## src/rtl/abr_pkg.sv

```systemverilog
// Purpose: shared constants and types of the converter readout block
// Assumes: core clock of 250 MHz; word is 20 result bits then 6 status bits
// Notes:   write command code and config bit positions are plain defaults
package abr_pkg;
   // word layout
   localparam int RES_W      = 20;
   localparam int STAT_W     = 6;
   localparam int WORD_W     = RES_W + STAT_W;
   localparam int WORD_MSB   = WORD_W - 1;
   localparam int FIFO_DEPTH = 16;

   // readout lengths in falling edges
   localparam logic [4:0] LEN_PLAIN  = 5'h14;
   localparam logic [4:0] LEN_STATUS = 5'h1a;
   localparam logic [4:0] CNT_ZERO   = 5'h00;
   localparam logic [4:0] CNT_ONE    = 5'h01;

   // chain insertion point: bit just below the word that is shifted out
   localparam logic [WORD_W-1:0] INS_MASK_PLAIN  = 26'h000_0040;
   localparam logic [WORD_W-1:0] INS_MASK_STATUS = 26'h000_0001;

   // conversion time, least time so rounded up
   localparam int CLK_PERIOD_NS = 4;
   localparam int CONV_TIME_NS  = 300;
   localparam int CONV_CYCLES   = (CONV_TIME_NS + CLK_PERIOD_NS - 1) / CLK_PERIOD_NS;
   localparam logic [6:0] CONV_LAST = 7'(CONV_CYCLES - 1);
   localparam logic [6:0] TMR_ZERO  = 7'h00;
   localparam logic [6:0] TMR_ONE   = 7'h01;

   // register write frame: command byte then data byte
   localparam int WR_W     = 16;
   localparam int CFG_W    = 8;
   localparam int FWD_TAP  = 7;
   localparam logic [7:0] CMD_WRITE = 8'h14;
   localparam logic [CFG_W-1:0] CFG_RESET = 8'h00;
   localparam int CFG_EARLY_BIT  = 1;
   localparam int CFG_STATUS_BIT = 4;

   typedef enum logic [1:0] {ST_IDLE, ST_CONV, ST_READ} abr_state_t;
endpackage

```

## src/rtl/abr_readout.sv

```systemverilog
// Purpose: serial readout of a 20-bit converter, busy-indicator 4-wire and chain modes
// Assumes: all pins are asynchronous to clk and sampled by two flip-flops
// Notes:   serial clock must be far slower than clk; its edges are found by sampling
`timescale 1ns/1ps
`default_nettype none

// result buffer between converter core and serial shifter
module abr_fifo #(
   parameter int WIDTH = 26,
   parameter int DEPTH = 16
) (
   input  wire logic             clk,
   input  wire logic             reset_n,
   input  wire logic             in_valid,
   input  wire logic [WIDTH-1:0] in_data,
   output var  logic             in_ready,
   output var  logic             out_valid,
   output var  logic [WIDTH-1:0] out_data,
   input  wire logic             out_ready
);
   localparam int AW = $clog2(DEPTH);
   localparam logic [AW:0] CNT_FULL = (AW+1)'(DEPTH);
   localparam logic [AW:0] CNT_ONE  = (AW+1)'(1);

   logic [WIDTH-1:0] mem [DEPTH];
   logic [AW-1:0]    wr_ptr_reg;
   logic [AW-1:0]    rd_ptr_reg;
   logic [AW:0]      count_reg;
   logic [AW:0]      count_next;
   logic             push;
   logic             pop;

   // handshakes on both sides
   assign push       = in_valid && in_ready;
   assign pop        = out_valid && out_ready;
   assign count_next = count_reg + (push ? CNT_ONE : '0) - (pop ? CNT_ONE : '0);
   assign out_valid  = count_reg != '0;
   assign out_data   = mem[rd_ptr_reg];

   // storage has no reset, only pointers, count and ready do
   always_ff @(posedge clk) begin
      if (push) begin
         mem[wr_ptr_reg] <= in_data;
      end
   end

   // pointers and occupancy; ready registered so the top sees a flop
   always_ff @(posedge clk or negedge reset_n) begin
      if (!reset_n) begin
         wr_ptr_reg <= '0;
         rd_ptr_reg <= '0;
         count_reg  <= '0;
         in_ready   <= 1'b0;
      end else begin
         wr_ptr_reg <= push ? AW'(wr_ptr_reg + 1'b1) : wr_ptr_reg;
         rd_ptr_reg <= pop ? AW'(rd_ptr_reg + 1'b1) : rd_ptr_reg;
         count_reg  <= count_next;
         in_ready   <= count_next != CNT_FULL;
      end
   end
endmodule // abr_fifo

module abr_readout (
   input  wire logic                         clk,
   input  wire logic                         reset_n,
   input  wire logic                         conversion_start,
   input  wire logic                         sdi,
   input  wire logic                         sck,
   input  wire logic                         chain_mode,
   input  wire logic                         result_valid,
   input  wire logic [abr_pkg::WORD_W-1:0]   result_data,
   output var  logic                         result_ready,
   output var  logic                         sdo_reg,
   output var  logic                         sdo_oe_reg,
   output var  logic                         acquire_reg,
   output var  logic [abr_pkg::CFG_W-1:0]    cfg_reg
);
   localparam int MSB = abr_pkg::WORD_MSB;

   // pin synchronisers: stage 1 feeds stage 2 only
   logic [1:0] cnv_sync_reg;
   logic [1:0] sdi_sync_reg;
   logic [1:0] sck_sync_reg;
   logic [1:0] mode_sync_reg;
   logic       cnv_d_reg;
   logic       sck_d_reg;
   logic       cnv_s;
   logic       sdi_s;
   logic       sck_s;
   logic       chain_s;
   logic       cnv_rise;
   logic       sck_rise;
   logic       sck_fall;

   always_ff @(posedge clk or negedge reset_n) begin
      if (!reset_n) begin
         cnv_sync_reg  <= '0;
         sdi_sync_reg  <= '0;
         sck_sync_reg  <= '0;
         mode_sync_reg <= '0;
         cnv_d_reg     <= 1'b0;
         sck_d_reg     <= 1'b0;
      end else begin
         cnv_sync_reg  <= {cnv_sync_reg[0], conversion_start};
         sdi_sync_reg  <= {sdi_sync_reg[0], sdi};
         sck_sync_reg  <= {sck_sync_reg[0], sck};
         mode_sync_reg <= {mode_sync_reg[0], chain_mode};
         cnv_d_reg     <= cnv_sync_reg[1];
         sck_d_reg     <= sck_sync_reg[1];
      end
   end

   // edge detection on the second stage only
   assign cnv_s    = cnv_sync_reg[1];
   assign sdi_s    = sdi_sync_reg[1];
   assign sck_s    = sck_sync_reg[1];
   assign chain_s  = mode_sync_reg[1];
   assign cnv_rise = cnv_s && !cnv_d_reg;
   assign sck_rise = sck_s && !sck_d_reg;
   assign sck_fall = !sck_s && sck_d_reg;

   // result buffer; conversion end waits for a word, and a full buffer stalls the core
   logic                       fifo_valid;
   logic [abr_pkg::WORD_W-1:0] fifo_data;
   logic                       load;

   abr_fifo #(
      .WIDTH (abr_pkg::WORD_W),
      .DEPTH (abr_pkg::FIFO_DEPTH)
   ) u_fifo (
      .clk       (clk),
      .reset_n   (reset_n),
      .in_valid  (result_valid),
      .in_data   (result_data),
      .in_ready  (result_ready),
      .out_valid (fifo_valid),
      .out_data  (fifo_data),
      .out_ready (load)
   );

   // state, timer, shifter
   abr_pkg::abr_state_t        state_reg;
   abr_pkg::abr_state_t        state_next;
   logic [6:0]                 tmr_reg;
   logic [4:0]                 cnt_reg;
   logic [4:0]                 len_reg;
   logic                       stat_reg;
   logic                       cap_reg;
   logic [abr_pkg::WORD_W-1:0] shreg_reg;
   logic [abr_pkg::WORD_W-1:0] shreg_next;
   logic [abr_pkg::WORD_W-1:0] shift_base;
   logic [abr_pkg::WORD_W-1:0] ins_mask;
   logic [abr_pkg::WORD_W-1:0] chain_next;
   logic [abr_pkg::WR_W-1:0]   wr_reg;
   logic                       conv_over;
   logic                       busy_end;
   logic                       commit;
   logic                       sdo_next;
   logic                       oe_next;

   // decode of conversion end and readout end
   assign conv_over = (state_reg == abr_pkg::ST_CONV) && (tmr_reg >= abr_pkg::CONV_LAST);
   assign load      = conv_over && fifo_valid && !cnv_rise;
   assign busy_end  = (state_reg == abr_pkg::ST_READ) && !chain_s && sck_fall
                      && (cnt_reg == len_reg);
   // a write frame counts when start rises in chain mode with a write command
   assign commit    = chain_s && cnv_rise && (state_reg == abr_pkg::ST_IDLE)
                      && (wr_reg[abr_pkg::WR_W-1:abr_pkg::CFG_W] == abr_pkg::CMD_WRITE);

   // chain shift inserts the captured upstream bit just under the own word
   assign shift_base = {shreg_reg[MSB-1:0], 1'b0};
   assign ins_mask   = stat_reg ? abr_pkg::INS_MASK_STATUS : abr_pkg::INS_MASK_PLAIN;
   assign chain_next = (shift_base & ~ins_mask) | (cap_reg ? ins_mask : '0);

   // next state
   always_comb begin
      state_next = state_reg;
      case (state_reg)
         abr_pkg::ST_IDLE: begin
            if (cnv_rise) begin
               state_next = abr_pkg::ST_CONV;
            end
         end
         abr_pkg::ST_CONV: begin
            if (load) begin
               state_next = abr_pkg::ST_READ;
            end
         end
         abr_pkg::ST_READ: begin
            if (cnv_rise) begin
               state_next = abr_pkg::ST_CONV;
            end else if (busy_end || (chain_s && !cnv_s)) begin
               state_next = abr_pkg::ST_IDLE;
            end
         end
         default: begin
            state_next = abr_pkg::ST_IDLE;
         end
      endcase
   end

   // output pin and shifter; readout bits move only on falling edges so they
   // stand across the following rising edge
   always_comb begin
      sdo_next   = sdo_reg;
      oe_next    = sdo_oe_reg;
      shreg_next = shreg_reg;
      if (cnv_rise && !chain_s) begin
         oe_next = 1'b0;
      end else if (cnv_rise) begin
         sdo_next = 1'b0;
         oe_next  = 1'b1;
      end else if (load) begin
         shreg_next = fifo_data;
         oe_next    = 1'b1;
         sdo_next   = chain_s ? fifo_data[MSB] : 1'b0;
      end else if (state_reg == abr_pkg::ST_READ && sck_fall) begin
         if (chain_s) begin
            shreg_next = chain_next;
            sdo_next   = chain_next[MSB];
         end else if (busy_end) begin
            oe_next = 1'b0;
         end else begin
            shreg_next = shift_base;
            sdo_next   = shreg_reg[MSB];
         end
      end else if (chain_s && state_reg == abr_pkg::ST_IDLE && !cnv_s) begin
         // only the forwarded input leaves, never register contents
         sdo_next = wr_reg[abr_pkg::FWD_TAP];
         oe_next  = 1'b1;
      end else if (!chain_s && state_reg == abr_pkg::ST_IDLE && !cnv_s) begin
         oe_next = 1'b0;
      end
   end

   // state and counters; timer holds at its end so a long fifo stall cannot wrap it
   always_ff @(posedge clk or negedge reset_n) begin
      if (!reset_n) begin
         state_reg <= abr_pkg::ST_IDLE;
         tmr_reg   <= abr_pkg::TMR_ZERO;
         cnt_reg   <= abr_pkg::CNT_ZERO;
      end else begin
         state_reg <= state_next;
         tmr_reg   <= (state_next == abr_pkg::ST_CONV && state_reg == abr_pkg::ST_CONV)
                      ? (conv_over ? tmr_reg : tmr_reg + abr_pkg::TMR_ONE) : abr_pkg::TMR_ZERO;
         if (load) begin
            cnt_reg <= abr_pkg::CNT_ZERO;
         end else if (state_reg == abr_pkg::ST_READ && sck_fall) begin
            cnt_reg <= cnt_reg + abr_pkg::CNT_ONE;
         end
      end
   end

   // word length fixed at load so a mid-frame write cannot change it
   always_ff @(posedge clk or negedge reset_n) begin
      if (!reset_n) begin
         len_reg  <= abr_pkg::LEN_PLAIN;
         stat_reg <= 1'b0;
      end else if (load) begin
         stat_reg <= cfg_reg[abr_pkg::CFG_STATUS_BIT];
         len_reg  <= cfg_reg[abr_pkg::CFG_STATUS_BIT] ? abr_pkg::LEN_STATUS
                                                      : abr_pkg::LEN_PLAIN;
      end
   end

   // pin outputs and shifter
   always_ff @(posedge clk or negedge reset_n) begin
      if (!reset_n) begin
         sdo_reg    <= 1'b0;
         sdo_oe_reg <= 1'b0;
         shreg_reg  <= '0;
      end else begin
         sdo_reg    <= sdo_next;
         sdo_oe_reg <= oe_next;
         shreg_reg  <= shreg_next;
      end
   end

   // acquisition runs from conversion end to the next start
   always_ff @(posedge clk or negedge reset_n) begin
      if (!reset_n) begin
         acquire_reg <= 1'b1;
      end else if (cnv_rise) begin
         acquire_reg <= 1'b0;
      end else if (load) begin
         acquire_reg <= 1'b1;
      end
   end

   // rising-edge capture: upstream bit for readout, write window otherwise
   always_ff @(posedge clk or negedge reset_n) begin
      if (!reset_n) begin
         cap_reg <= 1'b0;
         wr_reg  <= '0;
      end else if (sck_rise && chain_s) begin
         cap_reg <= sdi_s;
         if (!cnv_s) begin
            wr_reg <= {wr_reg[abr_pkg::WR_W-2:0], sdi_s};
         end
      end
   end

   // configuration: cleared at reset, written only by a chain write
   always_ff @(posedge clk or negedge reset_n) begin
      if (!reset_n) begin
         cfg_reg <= abr_pkg::CFG_RESET;
      end else if (commit) begin
         cfg_reg <= wr_reg[abr_pkg::CFG_W-1:0];
      end
   end

   // checks
   early_off_a: assert property (@(posedge clk) disable iff (!reset_n)
      $rose(cfg_reg[abr_pkg::CFG_EARLY_BIT]) |-> $past(commit))
      else $error("early readout enabled without a write");
   start_hiz_a: assert property (@(posedge clk) disable iff (!reset_n)
      (cnv_rise && !chain_s) |=> !sdo_oe_reg && state_reg == abr_pkg::ST_CONV)
      else $error("busy start did not float output");
   eoc_low_a: assert property (@(posedge clk) disable iff (!reset_n)
      (load && !chain_s) |=> sdo_oe_reg && !sdo_reg && acquire_reg)
      else $error("end of conversion not driven low");
   msb_first_a: assert property (@(posedge clk) disable iff (!reset_n)
      (state_reg == abr_pkg::ST_READ && !chain_s && sck_fall && !cnv_rise
       && cnt_reg < len_reg) |=> sdo_reg == $past(shreg_reg[MSB]))
      else $error("busy bit order wrong");
   status_len_a: assert property (@(posedge clk) disable iff (!reset_n)
      load |=> len_reg == ($past(cfg_reg[abr_pkg::CFG_STATUS_BIT])
                           ? abr_pkg::LEN_STATUS : abr_pkg::LEN_PLAIN))
      else $error("word length wrong");
   hiz_end_a: assert property (@(posedge clk) disable iff (!reset_n)
      (busy_end && !cnv_rise) |=> !sdo_oe_reg && state_reg == abr_pkg::ST_IDLE)
      else $error("output not floated after last bit");
   bit_hold_a: assert property (@(posedge clk) disable iff (!reset_n)
      (state_reg == abr_pkg::ST_READ && $past(state_reg) == abr_pkg::ST_READ
       && !sck_fall && !cnv_rise && cnv_s) |=> $stable(sdo_reg))
      else $error("output changed off a falling edge");
   chain_low_a: assert property (@(posedge clk) disable iff (!reset_n)
      (chain_s && cnv_rise) |=> sdo_oe_reg && !sdo_reg)
      else $error("chain output not low at start");
   chain_msb_a: assert property (@(posedge clk) disable iff (!reset_n)
      (load && chain_s) |=> sdo_reg == $past(fifo_data[MSB]))
      else $error("chain msb not presented");
   chain_pass_a: assert property (@(posedge clk) disable iff (!reset_n)
      (state_reg == abr_pkg::ST_READ && chain_s && sck_fall && !cnv_rise)
      |=> (stat_reg ? shreg_reg[0] : shreg_reg[abr_pkg::STAT_W]) == $past(cap_reg))
      else $error("upstream bit not passed on");
   write_take_a: assert property (@(posedge clk) disable iff (!reset_n)
      commit |=> cfg_reg == $past(wr_reg[abr_pkg::CFG_W-1:0]))
      else $error("chain write not accepted");
   no_regread_a: assert property (@(posedge clk) disable iff (!reset_n)
      (chain_s && state_reg == abr_pkg::ST_IDLE && !cnv_s && !cnv_rise && !sck_fall)
      |=> sdo_reg == $past(wr_reg[abr_pkg::FWD_TAP]))
      else $error("chain idle output not forwarded input");

   busy_read_c: cover property (@(posedge clk) disable iff (!reset_n) busy_end);
   chain_read_c: cover property (@(posedge clk) disable iff (!reset_n)
      load && chain_s ##[1:1000] sck_fall);
   cfg_write_c: cover property (@(posedge clk) disable iff (!reset_n) commit);
endmodule // abr_readout

`default_nettype wire

```

## config.mk

```make
export PLATFORM = sky130hd
export DESIGN_NAME = abr_readout
export DESIGN_NICKNAME = d
export VERILOG_FILES = /design/src/rtl/abr_pkg.sv /design/src/rtl/abr_readout.sv
export SDC_FILE = /design/constraint.sdc
export NUM_CORES = 1
export LEC_CHECK = 0
export BUFFER_PORTS_ARGS = -buffer_cell sky130_fd_sc_hd__buf_2
export CORE_MARGIN = 2
export CORE_UTILIZATION = 33
export DETAILED_ROUTE_END_ITERATION = 10
export PLACE_DENSITY = 0.44
export SETUP_SLACK_MARGIN = 0.4
export SYNTH_ARGS = -nofsm -noshare
export SYNTH_HDL_FRONTEND = slang
export SYNTH_SLANG_ARGS = --single-unit
export TNS_END_PERCENT = 30
```

## constraint.sdc

```tcl
create_clock -name clk -period 6.85 [get_ports clk]
set_clock_uncertainty 0.1 [all_clocks]
set_input_delay 1.0275 -clock clk [delete_from_list [all_inputs] [get_ports clk]]
set_output_delay 1.0275 -clock clk [all_outputs]
set_load 0.01 [all_outputs]
```

---- Yosys cells after proc, flatten, opt, wreduce, memory -nomap -nowiden ----
Memories as Yosys holds them, arrays and structs flattened.
Index checks and enable logic that the tools add are counted.
cells by class
  add/sub/neg operators ................... 6
  multipliers ............................. 0
  div/mod/pow operators ................... 0
  $lt $le $gt $ge ......................... 1
  eq/ne operators ......................... 11
  shift-type cells ........................ 0
  muxes and demuxes ....................... 37
  bitwise gates (word level) .............. 6
  reduce and logical (&&, ||, !) cells .... 40
operators with widths
  cell                                                 number
  2-to-1 mux 26 bit                                    4
  2-to-1 mux 7 bit                                     4
  bitwise AND 26 bit                                   1
  NOT 7 -> 26 bit                                      1
  bitwise OR 26 x 7 -> 26 bit                          1
  logical AND 1 bit                                    23
  2-to-1 mux 1 bit                                     21
  != test 5 x 4 -> 1 bit, second input constant        3
  2-to-1 mux 5 bit                                     2
  adder 4 x 1 -> 4 bit, second input constant          2
  equality test 8 x 5 -> 1 bit, second input constant  1
  2-to-1 mux 2 bit                                     4
  adder 7 x 1 -> 7 bit, second input constant          1
  >= comparator 7 bit, second input constant           1
  logical NOT 1 bit                                    6
  case mux 2 bit (3 select lines)                      1
  AND reduction 3 bit                                  2
  nonzero test 6 bit                                   1
  adder 5 x 1 -> 5 bit, second input constant          1
  adder 5 bit                                          1
  equality test 5 bit                                  1
  != test 5 bit, second input constant                 1
  nonzero test 5 bit                                   1
  subtractor 5 bit                                     1
  other kinds (12)                                     16
storage, ports and cells
  bits in registers ....................... 98
  bits in latches ......................... 0
  memory bits (writable) .................. 416
  ROM bits ................................ 0
  input port bits ......................... 33
  output and inout bits ................... 12
  memories kept ........................... 1
memories
  name        words  bits a word  read ports  clocked after Yosys merged registers in  wr ports  line               source
  u_fifo.mem  16     26           1           0                                        1         abr_readout.sv:25  logic [WIDTH-1:0] mem [DEPTH];

---- Longest topological paths before layout ----
  depth in word-level cells ............... 11
  gate-level depth with buffers ........... 16
  gate-level depth less buffers ........... 15

---- Cells and area by module ----
From an unflattened synthesis, not the netlist that was laid out.
second synthesis, totals
  cell total of the unflattened synthesis .. 1014
  area, all modules ....................... 19914.1 sq um
by module, submodules not included
  module       times used  cells an instance  area each (sq um)
  abr_fifo     1           723                16435.8
  abr_readout  1           291                3478.3

---- Worst setup path after synthesis ----
No wires, ideal clock.
  path type ............................... register to register
  start point ............................. register u_fifo.count_reg[3]
  end point ............................... register u_fifo.in_ready
  library setup time ...................... 129 ps
  data arrival time ....................... 2892 ps
  required time ........................... 6621 ps
  setup slack ............................. 3729 ps
  stages on the path, launching flop included .. 17
  path buffers ............................ 2
  period minus slack after synthesis ...... 3121 ps
  cell sequence ........................... dfrtp_1 -> inv_1 -> ha_1 -> or4b_1 -> buf_2 -> nand3_4 -> inv_2 -> buf_2 -> ha_1 -> inv_1 -> ha_1 -> fa_1 -> a21oi_1 -> nor2_1 -> nor2_1 -> xnor2_1 -> nand3b_1
between the ends
  longest elaborated chain between the ends .. 7
  elaborated cells between the ends (all ways) .. 8
RTL lines
  item                             line                source
  from (decl)                      abr_readout.sv:28   logic [AW:0] count_reg;
  from (signal assigned)           abr_readout.sv:57   count_reg <= count_next;
  nonzero test 5 bit (*)           abr_readout.sv:37   assign out_valid = count_reg != '0;
  logical AND 1 bit (2 in series)  abr_readout.sv:163  assign load = conv_over && fifo_valid && !cnv_rise;
  logical AND 1 bit (*)            abr_readout.sv:35   assign pop = out_valid && out_ready;
  named net u_fifo.pop             abr_readout.sv:31   logic pop;
  2-to-1 mux 1 bit (*)             abr_readout.sv:36   assign count_next = count_reg + (push ? CNT_ONE : '0) - (pop ? CNT_ONE : '0);
  subtractor 5 bit (*)             abr_readout.sv:36
  named net u_fifo.count_next[4]   abr_readout.sv:29   logic [AW:0] count_next;
  != test 5 bit (*)                abr_readout.sv:58   in_ready <= count_next != CNT_FULL;
  to (signal assigned)             abr_readout.sv:53   in_ready <= 1'b0;
  to (signal assigned)             abr_readout.sv:58
  to (decl)                        abr_readout.sv:16   output var logic in_ready,
Mark *: on every way through the listed nets, which the timed path passes. The rest lies on a longest branch.
A chain may end at the register's enable or synchronous reset.

---- Worst setup path after layout ----
  start point ............................. register u_fifo.count_reg[2]
  end point ............................... register u_fifo.in_ready
between the ends
  longest elaborated chain between the ends .. 7
  elaborated cells between the ends (all ways) .. 8
RTL lines
  item                                                 line
  branches (longest 5 deep; another with adder 5 bit)  --
  subtractor 5 bit (*)                                 abr_readout.sv:36
  named net u_fifo.count_next[4]                       abr_readout.sv:29
  != test 5 bit (*)                                    abr_readout.sv:58
Mark *: on every way through the listed nets, which the timed path passes.

==> summary.txt <==
Run status
  – Outcome: finished, final reports clean

STA
  – Fin crit share: 0.465
  – F_max: 314 MHz
  – Final min period: 3.19 ns
  – Setup TNS: 0 ns
  – Worst-Margin Slew: 1.13 ns
  – Count of pins over their slew limit: 0
  – Unrepaired setup endpoints after global routing: false
  – Relative slew slack: 0.246
  – Setup Viol. Count Final: 0
  – Final setup margin: 3.66 ns
  – Fin. Hold Viols: 0

Finish
  – Commonest non-fill, non-tap cell in the layout: edfxtp_1
  – FILL cells: 5388
  – P&R area growth vs syn: 15.9%
  – Share of layout cells above drive strength 1: 0.309
  – Most frequent cells in the layout: edfxtp_1, mux4_2, dfrtp_1
  – Max reg flops: 416
  – Fin nets: 1089

CTS
  – Clock latency on the worst-skew pair: 0.62 ns
  – CTS-repair resized insts: 0
  – Clock transition at the registers of the reported paths: 0.06 ns
  – Clock sink total: 510
  – CTS tree: built
  – Total CTS buffers: 56
  – Hold_buf cts: 0
  – Clk buf depth: 3
  – Postcts setup bufs: 0
  – H-tree depth: 2
  – Root Buffer: clkbuf_16

Setup path
  – R2r startpoint: u_fifo.count_reg[2]
  – Worst Setup EP: u_fifo.in_ready
  – Crit Path Category: reg2reg
  – CP Launch Type: register
  – CP Max Fanout: 9
  – Req. time, crit path: 7.23 ns
  – Setup crit end kind: register
  – CP Data Arrival Time: 3.56 ns
  – Worst Setup SP: u_fifo.count_reg[2]
  – R2R depth: 14
  – FF-to-FF setup slack: 3.66 ns
  – R2R Path End: u_fifo.in_ready

Global route
  – Vias in the first global route: 9665
  – First-pass GRT wire length: 66400 um
  – Largest net degree at the start of global routing: 110
  – Global route overflow: 0
  – GRT Overall Usage: 0.147
  – Initial antenna violation count: 5

Yosys
  – Unique masters post-synth: 52
  – Synth Net Count: 1009
  – Ys Warns: 0
  – FFs w/ async S/R, synth: 0.184
  – Yosys reg bits: 510
  – Sequential element share of the synthesized area: 0.745
  – Synth Flop Type: edfxtp_1
  – Synth Instances: 961
  – Synth Cell Area: 0.0199 mm2
  – Syn_area_per_cell: 20.7 um2
  – Post-synth EDFFs: 416

Floorplan
  – Die W: 250 um
  – CORE AREA: 0.0600 mm2
  – Die Y-Extent: 250 um
  – IO Pins: 45
  – Initial core utilization: 0.332
  – Die area: 0.0624 mm2
  – Num rows: 90

Placement
  – Input/output buffers: 44
  – Dpl ws: 3.63 ns
  – Detail Placement HPWL: 22000 um
  – RePlAce Congestion: 0.694

Power and ir drop
  – Worst vdd rail ir drop: 0.000197 V
  – PwrDens: 333 mW/mm2
  – Lkg Pwr: 7.94 nW

Drt
  – Initial DRC count: 667
  – Pre-Repair DR Iteration Count: 6
  – DRC Markers: 0
  – Routed WL per cell: 24.2 um
  – Routed wl met2: 22100 um
  – Total wire length: 45200 um
  – Via density: 4.94
  – Met3 wire length: 1540 um
  – Max Used Layer: met5
  – Routed vias: 9236
  – Routed Antenna Nets: 0
  – Metal-1 WL: 20600 um

Run
  – Max-cap viol count: 0

Worst hold path
  – Worst hold path class: reg2reg
## logic make-up after synthesis
group	share of synthesized area
flops	0.745
mux	0.175
simple gates	0.0313
buf+inv	0.0139
compound gates	0.0161
xor+xnor	0.00879
fa+ha+maj	0.00980
## power by group
| part | switching, mW | internal [mW] |
|---|---|---|
| registers | 0.104 | 3.70 |
| logic | 0.462 | 0.235 |
| clock network | 1.23 | 1.95 |
## per-stage QoR
stage	instances	power [mW]	hold WS, ns	util	area, um2
detailed placement	1765	4.58	0.240	0.352	21100
floorplan	961	4.23	0.231	-	19900
finish	1870	7.68	0.252	0.385	23100
global route	1869	7.98	0.262	0.385	23100
global placement	1765	4.57	0.241	0.352	21100
CTS	1869	7.80	0.254	0.385	23100
## worst max-delay path, stage by stage (launching register included)
cell and delay, ns:
dfrtp_1 0.38, inv_1 0.08, ha_1 0.13, or4b_1 0.58, nand3_4 0.22, inv_2 0.05, ha_1 0.27, inv_1 0.04
ha_1 0.20, fa_1 0.44, a21oi_1 0.15, nor2_1 0.05, nor2_1 0.11, xnor2_1 0.15, nand3b_1 0.10
## area by class of cell
class                      count  area (um2)  area share
antenna                        1        2.50    0.000108
clock buffer                  76        1540      0.0666
tap                          782         978      0.0424
clock inverter                28         432      0.0187
timing repair buffer          66         400      0.0173
multi-input combinational    393        4820       0.209
sequential                   510       14900       0.644
inverter                      14        52.6     0.00228
## Yosys cell counts (4+ instances only)
cell | n | area, um2
edfxtp_1 | 416 | 12500
mux4_2 | 127 | 2860
dfrtp_1 | 92 | 2300
nand2_1 | 42 | 158
mux2i_1 | 33 | 330
mux2_2 | 26 | 293
buf_2 | 19 | 95.1
nor2_1 | 18 | 67.6
o21ai_0 | 17 | 85.1
clkbuf_1 | 14 | 52.6
ha_1 | 14 | 175
and2_1 | 13 | 81.3
inv_1 | 12 | 45.0
o21ai_1 | 12 | 60.1
xnor2_1 | 12 | 105
and3_1 | 10 | 62.6
xor2_1 | 8 | 70.1
a21oi_1 | 7 | 35.0
buf_1 | 5 | 18.8
nor2b_1 | 5 | 31.3
nor3_1 | 5 | 25.0
buf_6 | 4 | 45.0
nand3b_1 | 4 | 30.0
nand4_1 | 4 | 25.0
## worst min-delay path by stage
stage	depth (start not counted)	to	slack (ns)	from
final	0	sdi_sync_reg[1]	0.25	sdi_sync_reg[0]
after global routing	0	sdi_sync_reg[1]	0.26	sdi_sync_reg[0]
after global placement	0	sdi_sync_reg[1]	0.24	sdi_sync_reg[0]
after floorplan	0	cnv_sync_reg[1]	0.23	cnv_sync_reg[0]
after CTS	0	sdi_sync_reg[1]	0.25	sdi_sync_reg[0]
after detailed placement	0	sck_sync_reg[1]	0.24	sck_sync_reg[0]
## layer usage
metal  vias up  global-route usage
met2       137               0.241
met4         6              0.0423
met1      4973               0.200
met5         -                   0
met3        63              0.0254
li1       4057                   -
No activity file was read; power rests on OpenSTA's default activity.
